<file path="src/adcss_pkg.sv">
package adcss_pkg;
  localparam int ADDR_W = 6;
  localparam logic [5:0] OFS_CTRL = 6'h00;
  localparam logic [5:0] OFS_EXT = 6'h01;
  localparam logic [5:0] OFS_ACC = 6'h02;
  localparam logic [5:0] OFS_SEL_A = 6'h03;
  localparam logic [5:0] OFS_SEL_B = 6'h04;
  localparam logic [5:0] OFS_SEL_C = 6'h05;
  localparam logic [5:0] OFS_ADD_SEL = 6'h06;
  localparam logic [5:0] OFS_TRG_SEL = 6'h07;
  localparam logic [5:0] OFS_WIN_A_LO = 6'h08;
  localparam logic [5:0] OFS_WIN_A_HI = 6'h09;
  localparam logic [5:0] OFS_WIN_B_LO = 6'h0A;
  localparam logic [5:0] OFS_WIN_B_HI = 6'h0B;
  localparam logic [5:0] OFS_CMP_CTL = 6'h0C;
  localparam logic [5:0] OFS_WIN_A_SEL = 6'h0D;
  localparam logic [5:0] OFS_WIN_B_SEL = 6'h0E;
  localparam logic [5:0] OFS_STATUS = 6'h0F;
  localparam logic [5:0] OFS_SAMP = 6'h10;
  localparam logic [5:0] OFS_RESULT = 6'h20;
  localparam logic [5:0] OFS_DUP = 6'h30;
  localparam logic [5:0] OFS_DUP_SYNC = 6'h31;
  localparam logic [5:0] OFS_DUP_PIN = 6'h32;
  // converter_control bits
  localparam int CTRL_START = 15;
  localparam int CTRL_MODE_HI = 14;
  localparam int CTRL_MODE_LO = 13;
  localparam int CTRL_IRQ_EN = 12;
  localparam int CTRL_HW_TRIGGER_ENABLE = 9;
  localparam int CTRL_TRIGGER_CLASS_SELECT = 8;
  // extended control bits
  localparam int EXT_DBL_CH_HI = 4;
  localparam int EXT_DOUBLE_TRIGGER_ENABLE = 5;
  localparam int EXT_GB_IRQ = 6;
  localparam int EXT_GC_IRQ = 7;
  localparam int EXT_PRIO = 8;
  localparam int EXT_RESCAN = 9;
  localparam int EXT_RESCAN_UNCONV = 10;
  localparam int EXT_RES_LO = 11;
  localparam int EXT_RES_HI = 12;
  localparam int EXT_DBL_TYPED = 13;
  // accumulate config bits
  localparam int ACC_AVG = 3;
  localparam int ACC_AUTOCLR = 4;
  localparam logic [1:0] MODE_SINGLE = 2'h0;
  localparam logic [1:0] MODE_GROUP = 2'h1;
  localparam logic [1:0] MODE_CONT = 2'h2;
  localparam logic [1:0] RES_12 = 2'h0;
  localparam logic [1:0] RES_10 = 2'h1;
  localparam logic [1:0] RES_8 = 2'h2;
  localparam logic [2:0] ADD_X16 = 3'h5;
  localparam logic [15:0] REG_RST = 16'h0000;
  localparam logic [7:0] SAMP_RST = 8'h0B;
  localparam logic [15:0] TRG_SEL_RST = 16'hFFFF;
endpackage

</file>
<file path="src/adcss_scan_sequencer.sv">
// Our own choices: the address-and-strobe port and the address map.
`timescale 1ns/1ps
module adcss_scan_sequencer
  import adcss_pkg::*;
#(
  parameter int NCH = 8,
  parameter int CLK_RATIO = 1,
  parameter int NTRIG = 16
) (
  input wire logic core_clk_i,
  input wire logic rstn_i,
  input wire logic ce_i,
  input wire logic [ADDR_W-1:0] reg_addr_i,
  input wire logic [15:0] reg_wdata_i,
  input wire logic reg_wr_i,
  input wire logic reg_rd_i,
  output logic [15:0] reg_rdata_o,
  input wire logic [NTRIG-1:0] sync_trig_i,
  input wire logic ext_trigger_pin_n_i,
  output logic conv_clk_en_o,
  output logic conv_start_o,
  output logic [3:0] conv_ch_o,
  output logic [1:0] conv_res_o,
  input wire logic conv_done_i,
  input wire logic [11:0] conv_data_i,
  output logic scan_end_request_o,
  output logic group_b_end_request_o,
  output logic group_c_end_request_o,
  output logic window_a_compare_request_o,
  output logic window_b_compare_request_o,
  output logic event_link_o,
  output logic busy_o
);

  typedef enum logic [1:0] {S_IDLE, S_SAMPLE, S_CONV} adcss_state_type;

  localparam logic [16:0] ONE17 = 17'h0_0001;
  localparam logic [15:0] CH_VALID = 16'((ONE17 << NCH) - ONE17);
  localparam logic [2:0] DIV_LAST = 3'(CLK_RATIO - 1);

  if (NCH < 1 || NCH > 16 || NTRIG < 1 || NTRIG > 16 ||
      !(CLK_RATIO inside {1, 2, 4, 8})) begin : g_param_chk
    $error("adcss_scan_sequencer: unsupported parameter value");
  end

  function automatic logic [3:0] low_bit(input logic [15:0] m);
    low_bit = 4'h0;
    for (int i = 15; i >= 0; i--) begin
      if (m[i]) begin
        low_bit = 4'(i);
      end
    end
  endfunction

  function automatic logic [2:0] grp_hot(input logic [1:0] g);
    grp_hot = 3'(3'h1 << g);
  endfunction

  ////////////////////////////////////////////////////////////////////////
  logic [15:0] ctrl_r;
  logic [15:0] ext_r;
  logic [15:0] acc_cfg_r;
  logic [15:0] add_sel_r;
  logic [15:0] trg_sel_r;
  logic [15:0] cmp_ctrl_r;
  logic [15:0] sel_r [0:2];
  logic [15:0] win_lo_r [0:1];
  logic [15:0] win_hi_r [0:1];
  logic [15:0] win_sel_r [0:1];
  logic [7:0] samp_r [0:15];
  logic [15:0] result_r [0:15];
  logic [15:0] dup_r;
  logic [15:0] dup_t_r [0:1];
  logic [15:0] rdata_r;

  adcss_state_type state_r;
  logic [1:0] act_r;
  logic [15:0] rem_r;
  logic [3:0] ch_r;
  logic [2:0] pend_r;
  logic [2:0] use_res_r;
  logic [15:0] res_mask_r [0:2];
  logic [2:0] half_r;
  logic src_r;
  logic [7:0] smp_cnt_r;
  logic [4:0] rep_r;
  logic [15:0] acc_r;
  logic [2:0] div_r;
  logic end_a_r;
  logic end_b_r;
  logic end_c_r;
  logic evt_r;
  logic [1:0] cmp_p_r;
  logic pin_s1_r;
  logic pin_s2_r;
  logic pin_s3_r;

  logic [1:0] mode;
  logic grp_mode;
  logic dbl_mode;
  logic hw_ok;
  logic ext_fall;
  logic sw_start;
  logic sw_stop;
  logic [15:0] trig_pad;
  logic [2:0] req;
  logic [2:0] pend_all;
  logic [2:0] hmask;
  logic pre_v;
  logic [1:0] pre_g;
  logic [1:0] nxt_g;
  logic [3:0] pre_idx;
  logic [3:0] pend_idx;
  logic [15:0] nxt_mask;
  logic [15:0] gmask [0:2];
  logic [15:0] rem_left;
  logic [15:0] conv_val;
  logic [4:0] add_last;
  logic [2:0] avg_sh;
  logic [15:0] sum;
  logic st_v;
  logic [15:0] st_val;
  logic [1:0] st_dst;
  logic dbl_hit;
  logic end_fire;
  logic wr_ctrl;

  ////////////////////////////////////////////////////////////////////////
  // external pin: two stages before any logic, third for the edge
  always_ff @(posedge core_clk_i) begin
    if (!rstn_i) begin
      pin_s1_r <= 1'b1;
      pin_s2_r <= 1'b1;
      pin_s3_r <= 1'b1;
    end else if (ce_i) begin
      pin_s1_r <= ext_trigger_pin_n_i;
      pin_s2_r <= pin_s1_r;
      pin_s3_r <= pin_s2_r;
    end
  end

  always_ff @(posedge core_clk_i) begin
    if (!rstn_i) begin
      div_r <= 3'h0;
    end else if (ce_i) begin
      div_r <= (div_r == DIV_LAST) ? 3'h0 : div_r + 3'h1;
    end
  end

  ////////////////////////////////////////////////////////////////////////
  // mode field decode
  assign mode = ctrl_r[CTRL_MODE_HI:CTRL_MODE_LO];
  assign grp_mode = (mode == MODE_GROUP);
  assign dbl_mode = ext_r[EXT_DOUBLE_TRIGGER_ENABLE];
  assign hw_ok = ctrl_r[CTRL_HW_TRIGGER_ENABLE];
  assign ext_fall = pin_s3_r & ~pin_s2_r;
  assign wr_ctrl = reg_wr_i && (reg_addr_i == OFS_CTRL);
  assign sw_start = wr_ctrl && reg_wdata_i[CTRL_START];
  assign sw_stop = wr_ctrl && !reg_wdata_i[CTRL_START];
  assign trig_pad = 16'(sync_trig_i);
  assign conv_clk_en_o = (div_r == 3'h0);
  assign conv_start_o = ce_i && (state_r == S_SAMPLE) && conv_clk_en_o && (smp_cnt_r == 8'h00);
  assign conv_ch_o = ch_r;
  assign conv_res_o = ext_r[EXT_RES_HI:EXT_RES_LO];
  assign busy_o = (state_r != S_IDLE);

  always_comb begin
    for (int g = 0; g < 3; g++) begin
      if (grp_mode) begin
        gmask[g] = sel_r[g] & CH_VALID;
      end else if (dbl_mode) begin
        gmask[g] = 16'(16'h0001 << ext_r[3:0]) & CH_VALID;
      end else begin
        gmask[g] = sel_r[0] & CH_VALID;
      end
    end
  end

  always_comb begin
    for (int g = 0; g < 3; g++) begin
      req[g] = hw_ok && !ctrl_r[CTRL_TRIGGER_CLASS_SELECT] && trig_pad[trg_sel_r[4*g +: 4]];
    end
    req[0] = req[0] || sw_start || (hw_ok && ctrl_r[CTRL_TRIGGER_CLASS_SELECT] && ext_fall);
    req[1] = req[1] && grp_mode;
    req[2] = req[2] && grp_mode;
    // an empty group never starts, so two groups means any two of A, B and C with the third left empty
    for (int g = 0; g < 3; g++) begin
      req[g] = req[g] && (|gmask[g]) && !sw_stop;
    end
  end

  assign pend_all = pend_r | req;
  assign hmask = 3'(grp_hot(act_r) - 3'h1);
  assign pre_v = grp_mode && ext_r[EXT_PRIO] && (state_r != S_IDLE) && |(req & hmask);
  assign pre_idx = low_bit({13'h0000, req & hmask});
  assign pend_idx = low_bit({13'h0000, pend_all});
  assign pre_g = pre_idx[1:0];
  assign nxt_g = pre_v ? pre_g : pend_idx[1:0];
  assign nxt_mask = use_res_r[nxt_g] ? res_mask_r[nxt_g] : gmask[nxt_g];
  assign rem_left = rem_r & ~16'(16'h0001 << ch_r);

  always_comb begin
    case (ext_r[EXT_RES_HI:EXT_RES_LO])
      RES_10: conv_val = {6'h00, conv_data_i[11:2]};
      RES_8: conv_val = {8'h00, conv_data_i[11:4]};
      default: conv_val = {4'h0, conv_data_i};
    endcase
  end

  always_comb begin
    case (acc_cfg_r[2:0])
      ADD_X16: begin
        add_last = 5'h0F;
        avg_sh = 3'h4;
      end
      3'h1: begin
        add_last = 5'h01;
        avg_sh = 3'h1;
      end
      3'h2: begin
        add_last = 5'h02;
        avg_sh = 3'h0;
      end
      3'h3: begin
        add_last = 5'h03;
        avg_sh = 3'h2;
      end
      default: begin
        add_last = 5'h00;
        avg_sh = 3'h0;
      end
    endcase
    if (!add_sel_r[ch_r]) begin
      add_last = 5'h00;
      avg_sh = 3'h0;
    end
  end

  assign sum = acc_r + conv_val;
  assign st_val = acc_cfg_r[ACC_AVG] ? (sum >> avg_sh) : sum;
  assign st_v = ce_i && (state_r == S_CONV) && conv_done_i && (rep_r == add_last);
  assign dbl_hit = dbl_mode && (ch_r == ext_r[3:0]) && (mode != MODE_CONT);
  assign end_fire = !dbl_mode || half_r[act_r];

  always_comb begin
    if (dbl_hit && ext_r[EXT_DBL_TYPED]) begin
      st_dst = src_r ? 2'h3 : 2'h2;
    end else if (dbl_hit && half_r[act_r]) begin
      st_dst = 2'h1;
    end else begin
      st_dst = 2'h0;
    end
  end

  ////////////////////////////////////////////////////////////////////////
  // scan engine
  always_ff @(posedge core_clk_i) begin
    if (!rstn_i) begin
      state_r <= S_IDLE;
      act_r <= 2'h0;
      rem_r <= REG_RST;
      ch_r <= 4'h0;
      pend_r <= 3'h0;
      use_res_r <= 3'h0;
      half_r <= 3'h0;
      src_r <= 1'b0;
      smp_cnt_r <= 8'h00;
      rep_r <= 5'h00;
      acc_r <= REG_RST;
      end_a_r <= 1'b0;
      end_b_r <= 1'b0;
      end_c_r <= 1'b0;
      evt_r <= 1'b0;
      for (int g = 0; g < 3; g++) begin
        res_mask_r[g] <= REG_RST;
      end
    end else if (ce_i) begin
      end_a_r <= 1'b0;
      end_b_r <= 1'b0;
      end_c_r <= 1'b0;
      evt_r <= 1'b0;
      pend_r <= pend_all;
      if (sw_stop) begin
        state_r <= S_IDLE;
        pend_r <= 3'h0;
        use_res_r <= 3'h0;
      end else if (pre_v || (state_r == S_IDLE && |pend_all)) begin
        if (pre_v && ext_r[EXT_RESCAN]) begin
          res_mask_r[act_r] <= ext_r[EXT_RESCAN_UNCONV] ? rem_r : gmask[act_r];
          use_res_r <= (use_res_r | grp_hot(act_r)) & ~grp_hot(nxt_g);
          pend_r <= (pend_all | grp_hot(act_r)) & ~grp_hot(nxt_g);
        end else begin
          use_res_r[nxt_g] <= 1'b0;
          pend_r <= pend_all & ~grp_hot(nxt_g);
        end
        act_r <= nxt_g;
        rem_r <= nxt_mask;
        ch_r <= low_bit(nxt_mask);
        smp_cnt_r <= samp_r[low_bit(nxt_mask)];
        rep_r <= 5'h00;
        acc_r <= REG_RST;
        src_r <= ctrl_r[CTRL_TRIGGER_CLASS_SELECT];
        state_r <= S_SAMPLE;
      end else begin
        case (state_r)
          S_SAMPLE: begin
            if (conv_clk_en_o) begin
              if (smp_cnt_r == 8'h00) begin
                state_r <= S_CONV;
              end else begin
                smp_cnt_r <= smp_cnt_r - 8'h01;
              end
            end
          end
          S_CONV: begin
            if (conv_done_i && rep_r != add_last) begin
              acc_r <= sum;
              rep_r <= rep_r + 5'h01;
              smp_cnt_r <= samp_r[ch_r];
              state_r <= S_SAMPLE;
            end else if (conv_done_i) begin
              acc_r <= REG_RST;
              rep_r <= 5'h00;
              if (|rem_left) begin
                rem_r <= rem_left;
                ch_r <= low_bit(rem_left);
                smp_cnt_r <= samp_r[low_bit(rem_left)];
                state_r <= S_SAMPLE;
              end else begin
                half_r[act_r] <= dbl_mode ? !half_r[act_r] : 1'b0;
                end_a_r <= end_fire && (act_r == 2'h0) && ctrl_r[CTRL_IRQ_EN];
                end_b_r <= end_fire && (act_r == 2'h1) && ext_r[EXT_GB_IRQ];
                end_c_r <= end_fire && (act_r == 2'h2) && ext_r[EXT_GC_IRQ];
                evt_r <= end_fire && !(|pend_all) && (mode != MODE_CONT);
                if (mode == MODE_CONT) begin
                  rem_r <= gmask[0];
                  ch_r <= low_bit(gmask[0]);
                  smp_cnt_r <= samp_r[low_bit(gmask[0])];
                  state_r <= S_SAMPLE;
                end else begin
                  state_r <= S_IDLE;
                end
              end
            end
          end
          default: state_r <= S_IDLE;
        endcase
      end
    end
  end

  assign scan_end_request_o = end_a_r;
  assign group_b_end_request_o = end_b_r;
  assign group_c_end_request_o = end_c_r;
  assign event_link_o = evt_r;

  ////////////////////////////////////////////////////////////////////////
  // results and duplicates; a store beats a same-cycle auto-clear
  always_ff @(posedge core_clk_i) begin
    if (!rstn_i) begin
      for (int i = 0; i < 16; i++) begin
        result_r[i] <= REG_RST;
      end
      dup_r <= REG_RST;
      dup_t_r[0] <= REG_RST;
      dup_t_r[1] <= REG_RST;
    end else if (ce_i) begin
      if (reg_rd_i && acc_cfg_r[ACC_AUTOCLR] && reg_addr_i[5:4] == OFS_RESULT[5:4]) begin
        result_r[reg_addr_i[3:0]] <= REG_RST;
      end
      if (st_v) begin
        case (st_dst)
          2'h1: dup_r <= st_val;
          2'h2: dup_t_r[0] <= st_val;
          2'h3: dup_t_r[1] <= st_val;
          default: result_r[ch_r] <= st_val;
        endcase
      end
    end
  end

  for (genvar w = 0; w < 2; w++) begin : g_win
    always_ff @(posedge core_clk_i) begin
      if (!rstn_i) begin
        cmp_p_r[w] <= 1'b0;
      end else if (ce_i) begin
        cmp_p_r[w] <= st_v && (st_dst == 2'h0) && cmp_ctrl_r[2*w] && win_sel_r[w][ch_r] &&
                      (((st_val >= win_lo_r[w]) && (st_val <= win_hi_r[w])) != cmp_ctrl_r[2*w+1]);
      end
    end
  end

  assign window_a_compare_request_o = cmp_p_r[0];
  assign window_b_compare_request_o = cmp_p_r[1];

  ////////////////////////////////////////////////////////////////////////
  // register writes
  always_ff @(posedge core_clk_i) begin
    if (!rstn_i) begin
      ctrl_r <= REG_RST;
      ext_r <= REG_RST;
      acc_cfg_r <= REG_RST;
      add_sel_r <= REG_RST;
      trg_sel_r <= TRG_SEL_RST;
      cmp_ctrl_r <= REG_RST;
      for (int i = 0; i < 3; i++) begin
        sel_r[i] <= REG_RST;
      end
      for (int i = 0; i < 2; i++) begin
        win_lo_r[i] <= REG_RST;
        win_hi_r[i] <= REG_RST;
        win_sel_r[i] <= REG_RST;
      end
      for (int i = 0; i < 16; i++) begin
        samp_r[i] <= SAMP_RST;
      end
    end else if (ce_i && reg_wr_i) begin
      if (reg_addr_i == OFS_CTRL) begin
        ctrl_r <= reg_wdata_i & 16'h7FFF;
      end else if (reg_addr_i == OFS_EXT) begin
        ext_r <= reg_wdata_i;
      end else if (reg_addr_i == OFS_ACC) begin
        acc_cfg_r <= reg_wdata_i;
      end else if (reg_addr_i == OFS_SEL_A) begin
        sel_r[0] <= reg_wdata_i;
      end else if (reg_addr_i == OFS_SEL_B) begin
        sel_r[1] <= reg_wdata_i;
      end else if (reg_addr_i == OFS_SEL_C) begin
        sel_r[2] <= reg_wdata_i;
      end else if (reg_addr_i == OFS_ADD_SEL) begin
        add_sel_r <= reg_wdata_i;
      end else if (reg_addr_i == OFS_TRG_SEL) begin
        trg_sel_r <= reg_wdata_i;
      end else if (reg_addr_i == OFS_WIN_A_LO) begin
        win_lo_r[0] <= reg_wdata_i;
      end else if (reg_addr_i == OFS_WIN_A_HI) begin
        win_hi_r[0] <= reg_wdata_i;
      end else if (reg_addr_i == OFS_WIN_B_LO) begin
        win_lo_r[1] <= reg_wdata_i;
      end else if (reg_addr_i == OFS_WIN_B_HI) begin
        win_hi_r[1] <= reg_wdata_i;
      end else if (reg_addr_i == OFS_CMP_CTL) begin
        cmp_ctrl_r <= reg_wdata_i;
      end else if (reg_addr_i == OFS_WIN_A_SEL) begin
        win_sel_r[0] <= reg_wdata_i;
      end else if (reg_addr_i == OFS_WIN_B_SEL) begin
        win_sel_r[1] <= reg_wdata_i;
      end else if (reg_addr_i[5:4] == OFS_SAMP[5:4]) begin
        samp_r[reg_addr_i[3:0]] <= reg_wdata_i[7:0];
      end
    end
  end

  // read data valid only in the cycle after the strobe
  always_ff @(posedge core_clk_i) begin
    if (!rstn_i) begin
      rdata_r <= REG_RST;
    end else if (ce_i) begin
      rdata_r <= REG_RST;
      if (reg_rd_i) begin
        if (reg_addr_i == OFS_CTRL) begin
          rdata_r <= {busy_o, ctrl_r[14:0]};
        end else if (reg_addr_i == OFS_EXT) begin
          rdata_r <= ext_r;
        end else if (reg_addr_i == OFS_ACC) begin
          rdata_r <= acc_cfg_r;
        end else if (reg_addr_i == OFS_SEL_A) begin
          rdata_r <= sel_r[0];
        end else if (reg_addr_i == OFS_SEL_B) begin
          rdata_r <= sel_r[1];
        end else if (reg_addr_i == OFS_SEL_C) begin
          rdata_r <= sel_r[2];
        end else if (reg_addr_i == OFS_ADD_SEL) begin
          rdata_r <= add_sel_r;
        end else if (reg_addr_i == OFS_TRG_SEL) begin
          rdata_r <= trg_sel_r;
        end else if (reg_addr_i == OFS_WIN_A_LO) begin
          rdata_r <= win_lo_r[0];
        end else if (reg_addr_i == OFS_WIN_A_HI) begin
          rdata_r <= win_hi_r[0];
        end else if (reg_addr_i == OFS_WIN_B_LO) begin
          rdata_r <= win_lo_r[1];
        end else if (reg_addr_i == OFS_WIN_B_HI) begin
          rdata_r <= win_hi_r[1];
        end else if (reg_addr_i == OFS_CMP_CTL) begin
          rdata_r <= cmp_ctrl_r;
        end else if (reg_addr_i == OFS_WIN_A_SEL) begin
          rdata_r <= win_sel_r[0];
        end else if (reg_addr_i == OFS_WIN_B_SEL) begin
          rdata_r <= win_sel_r[1];
        end else if (reg_addr_i == OFS_STATUS) begin
          rdata_r <= {6'h00, src_r, half_r, pend_r, act_r, busy_o};
        end else if (reg_addr_i[5:4] == OFS_SAMP[5:4]) begin
          rdata_r <= {8'h00, samp_r[reg_addr_i[3:0]]};
        end else if (reg_addr_i[5:4] == OFS_RESULT[5:4]) begin
          rdata_r <= result_r[reg_addr_i[3:0]];
        end else if (reg_addr_i == OFS_DUP) begin
          rdata_r <= dup_r;
        end else if (reg_addr_i == OFS_DUP_SYNC) begin
          rdata_r <= dup_t_r[0];
        end else if (reg_addr_i == OFS_DUP_PIN) begin
          rdata_r <= dup_t_r[1];
        end
      end
    end
  end

  assign reg_rdata_o = rdata_r;

endmodule

</file>
<file path="config.mk">
export PLATFORM = sky130hd
export DESIGN_NAME = adcss_scan_sequencer
export DESIGN_NICKNAME = d
export VERILOG_FILES = /design/src/adcss_pkg.sv /design/src/adcss_scan_sequencer.sv
export SDC_FILE = /design/constraint.sdc
export NUM_CORES = 2
export LEC_CHECK = 0
export BUFFER_PORTS_ARGS = -buffer_cell sky130_fd_sc_hd__buf_2
export CAP_MARGIN = 20
export CORE_MARGIN = 5
export CORE_UTILIZATION = 50
export DETAILED_ROUTE_END_ITERATION = 12
export PLACE_DENSITY = 0.66
export SYNTH_ARGS = -nofsm -noshare
export SYNTH_HDL_FRONTEND = slang
export SYNTH_SLANG_ARGS = --single-unit
</file>
<file path="constraint.sdc">
create_clock -name core_clk_i -period 12.7 [get_ports core_clk_i]
set_input_delay 1.27 -clock core_clk_i [delete_from_list [all_inputs] [get_ports core_clk_i]]
set_output_delay 1.27 -clock core_clk_i [all_outputs]
set_load 0.02 [all_outputs]
</file>
==> flow_metrics.env <==
export IMPL_status="completed"
export IMPL_critPathMaxStageDelay_ns=0.78
export IMPL_routabilityCongestion=0.947
export IMPL_synth_simple_gate_area_share_pct=15.6
export IMPL_synth_cell_area_um2=45600
export IMPL_hold_class="flip-flop to flip-flop"
export IMPL_synth_flop_cell="sky130_fd_sc_hd__edfxtp_1"
export IMPL_max_freq_mhz=126
export IMPL_clkSlewWorstSetupHoldPaths_ns=0.06
export IMPL_grtUsageTotal_pct=31.3
export IMPL_post_drt_via_cell_ratio=6.66
export IMPL_timing_critical_path_buf_inv=3
export IMPL_cp_end_kind="flip-flop"
export IMPL_post_cts_setup_buffers=0
export IMPL_required_ns=13.25
export IMPL_drt_pass1_iter_count=9
export IMPL_vias=36600
export IMPL_timing_worst_setup_path_type="flip-flop to flip-flop"
export IMPL_setup_violations_final=0
export IMPL_postRouteWirelength_um=158000
export IMPL_yosys_warnings=0
export IMPL_fin_util_pct=55.9
export IMPL_antenna_violating_nets_post_route=0
export IMPL_ys_ff_latch=817
export IMPL_critical_path_arrival_ns=8.50
export IMPL_post_place_cells=5328
export IMPL_grt_start_max_net_pins=75
export IMPL_transition_time_of_the_tightest_slew_check_pin_ns=1.18
export IMPL_cts_tree="done"
export IMPL_finalHoldViolCount=0
export IMPL_crit_path_start_kind="flip-flop"
export IMPL_total_cts_buffers=88
export IMPL_worst_path_max_delay_cell="sky130_fd_sc_hd__a21oi_2"
export IMPL_setup_repair_after_global_routing_missed_its_margin="no"
export IMPL_clock_tree_htree_level_count=3
export IMPL_final_layout_fill_cell_count=7773
export IMPL_vdd_drop_max_uv=114
export IMPL_yosys_mux_area_fraction_pct=14.5
export IMPL_grt_antenna_before_repair=7
export IMPL_die_height_um=312
export IMPL_synth_area_in_compound_gates_pct=13.5
export IMPL_clock_sink_count=817
export IMPL_power_density_nw_per_um2=125
export IMPL_timing_slew_headroom_pct=21.2
export IMPL_max_cap_violations=0
export IMPL_cts_root_to_sink_buffers=3
export IMPL_detailed_router_s_first_iteration_violation_count=5519
export IMPL_area_growth_pct=10.7
export IMPL_post_route_cells_drive_above_1_share_pct=15.1
export IMPL_synth_sequential_area_ratio_pct=49.3
export IMPL_post_synth_num_cell_types=103
export IMPL_core_um2=90300
export IMPL_syn_avg_cell_area_um2=10.7
export IMPL_worstPathMaxFanout=21
export IMPL_postCtsHoldBufs=0
export IMPL_yosys_area_share_adder_pct=2.43
export IMPL_syn_instance_count=4248
export IMPL_post_layout_nonfiller_instances=5499
export IMPL_finalCriticalPeriod_ns=7.95
export IMPL_ioPinCount=88
export IMPL_fin_tns_setup_ns=0
export IMPL_grt_first_pass_wirelength_um=231000
export IMPL_path_common_cell="sky130_fd_sc_hd__a21o_1"
export IMPL_synth_top_family_by_area="simple AND/OR/NAND/NOR gates"
export IMPL_number_of_enable_flip_flop_cells_after_synthesis=611
export IMPL_fp_dieArea_um2=97300
export IMPL_mostFrequentLayoutCell="sky130_fd_sc_hd__edfxtp_1"
export IMPL_finClkSkew_ns=0.0418
export IMPL_place_detailed_hpwl_um=109000
export IMPL_io_buffers=87
export IMPL_timing_max_transition_violations_final=0
export IMPL_route_detailed_wl_per_inst_um=28.7
export IMPL_floorplan_initialDensity_pct=50.5
export IMPL_reg2reg_setup_slack_ns=4.75
export IMPL_grt_overflow_total=0
export IMPL_placementRows=110
export IMPL_die_width_um=312
export IMPL_synthXorXnorAreaFrac_pct=0.499
export IMPL_post_route_drc_count=0
export IMPL_asyncSetResetFlopFracSynth_pct=0
export IMPL_cts_resized=0
export IMPL_p_leak_nw=18.6
export IMPL_critical_path_top_delay_family="compound AO/OA/AOI/OAI gates"
export IMPL_worst_skew_pair_late_latency_ns=0.69
export IMPL_final_net_count=4388
export IMPL_most_frequent_cells_in_the_layout="611 x sky130_fd_sc_hd__edfxtp_1, 536 x sky130_fd_sc_hd__nor2_1, 435 x sky130_fd_sc_hd__nand2_1"
export IMPL_number_of_global_route_vias_before_repair=34800
export IMPL_ctsRootBufferMaster="sky130_fd_sc_hd__clkbuf_16"
export IMPL_layout_worst_path_cycle_share_pct=62.6
## power breakdown
group          internal, mW  leakage, nW  switching (mW)
combinational         0.216         9.40           0.368
clock                  1.55         1.48            1.14
sequential             2.95         7.72          0.0709
## cell families (layout without fill, tap and decap cells)
| logic type | count (synthesis) | count (layout) |
|---|---|---|
| other cells | 1 | 21 |
| simple gates | 1534 | 1534 |
| compound gates | 932 | 932 |
| xor+xnor | 26 | 26 |
| mux | 388 | 388 |
| buf+inv | 462 | 517 |
| flops | 817 | 817 |
| fa+ha+maj | 88 | 88 |
## Yosys cell counts, types with 35 or more instances
master	number	area, µm²
sky130_fd_sc_hd__ha_1	87	1090
sky130_fd_sc_hd__inv_1	143	537
sky130_fd_sc_hd__nand2b_1	39	244
sky130_fd_sc_hd__mux2i_1	149	1490
sky130_fd_sc_hd__o211ai_1	48	360
sky130_fd_sc_hd__a21oi_1	268	1340
sky130_fd_sc_hd__and2_1	155	970
sky130_fd_sc_hd__nor3_1	56	280
sky130_fd_sc_hd__clkbuf_1	239	897
sky130_fd_sc_hd__edfxtp_1	611	18300
sky130_fd_sc_hd__a22oi_1	77	578
sky130_fd_sc_hd__a211oi_1	64	480
sky130_fd_sc_hd__mux4_2	216	4860
sky130_fd_sc_hd__or3_1	57	357
sky130_fd_sc_hd__buf_1	38	143
sky130_fd_sc_hd__nor2b_1	66	413
sky130_fd_sc_hd__nor2_1	536	2010
sky130_fd_sc_hd__nand3_1	76	380
sky130_fd_sc_hd__a21o_1	38	285
sky130_fd_sc_hd__dfxtp_1	206	4120
sky130_fd_sc_hd__o21ai_0	161	806
sky130_fd_sc_hd__a31oi_1	35	219
sky130_fd_sc_hd__nand2_1	435	1630
## worst reg2reg max path, delay by kind of cell (launching register included)
family / cells / cell delay, ns
AOI/OAI and AO/OA: 22 / 4.26
adders and majority gates: 4 / 1.57
buffers and inverters: 3 / 0.42
DFF: 1 / 0.53
muxes: 2 / 0.56
and+or+nand+nor: 4 / 0.48
## flip-flops by register name (all words and copies together), names as in the netlist, 4 cells and up, named ones only
name	count
win_sel_r	32
samp_r	128
ext_r	16
trg_sel_r	16
cmp_ctrl_r	16
rep_r	5
sel_r	48
acc_cfg_r	16
smp_cnt_r	8
add_sel_r	16
ctrl_r	15
acc_r	16
win_hi_r	32
dup_r	16
win_lo_r	32
dup_t_r	32
conv_ch_o	4
reg_rdata_o	16
rem_r	16
result_r	256
res_mask_r	51
## stage by stage
step	hold slack (ns)	total power [mW]	cell area, µm²	setup slack, ns
after detailed placement	0.446	3.64	47400	4.56
after CTS	0.454	6.29	50400	4.83
after floorplan	0.433	3.42	45600	5.47
final	0.454	6.30	50400	4.75
after global placement	0.439	3.64	47300	4.64
after global routing	0.470	6.46	50400	4.03
## metal layers
layer / global-route usage (%) / vias to the layer above / part of all wire, %
met1: 42.7 / 17800 / 38
li1: - / 15800 / -
met4: 13.4 / 2 / 5.2
met5: 0 / - / 0.0095
met3: 8.20 / 476 / 12
met2: 47.8 / 2470 / 44
## worst paths after layout
kind / start / cells after the start / to
hold reg to reg: acc_cfg_r[12] / 2 / acc_cfg_r[12]
setup reg to reg: ext_r[11] / 35 / window_b_compare_request_o
hold / removal: acc_cfg_r[12] / 2 / acc_cfg_r[12]
setup / recovery: ext_r[11] / 35 / window_b_compare_request_o
## layout make-up
class | count | area (µm²) | area share, %
Antenna cell | 5 | 12.5 | 0.0248
Clock buffer | 124 | 2560 | 5.08
Clock inverter | 41 | 502 | 0.995
Inverter | 145 | 549 | 1.09
Multi-Input combinational cell | 2984 | 21500 | 42.7
Sequential cell | 817 | 22500 | 44.5
Tap cell | 1176 | 1470 | 2.92
Timing Repair Buffer | 207 | 1360 | 2.69
Note: power is estimated with default switching activity, not from simulation.
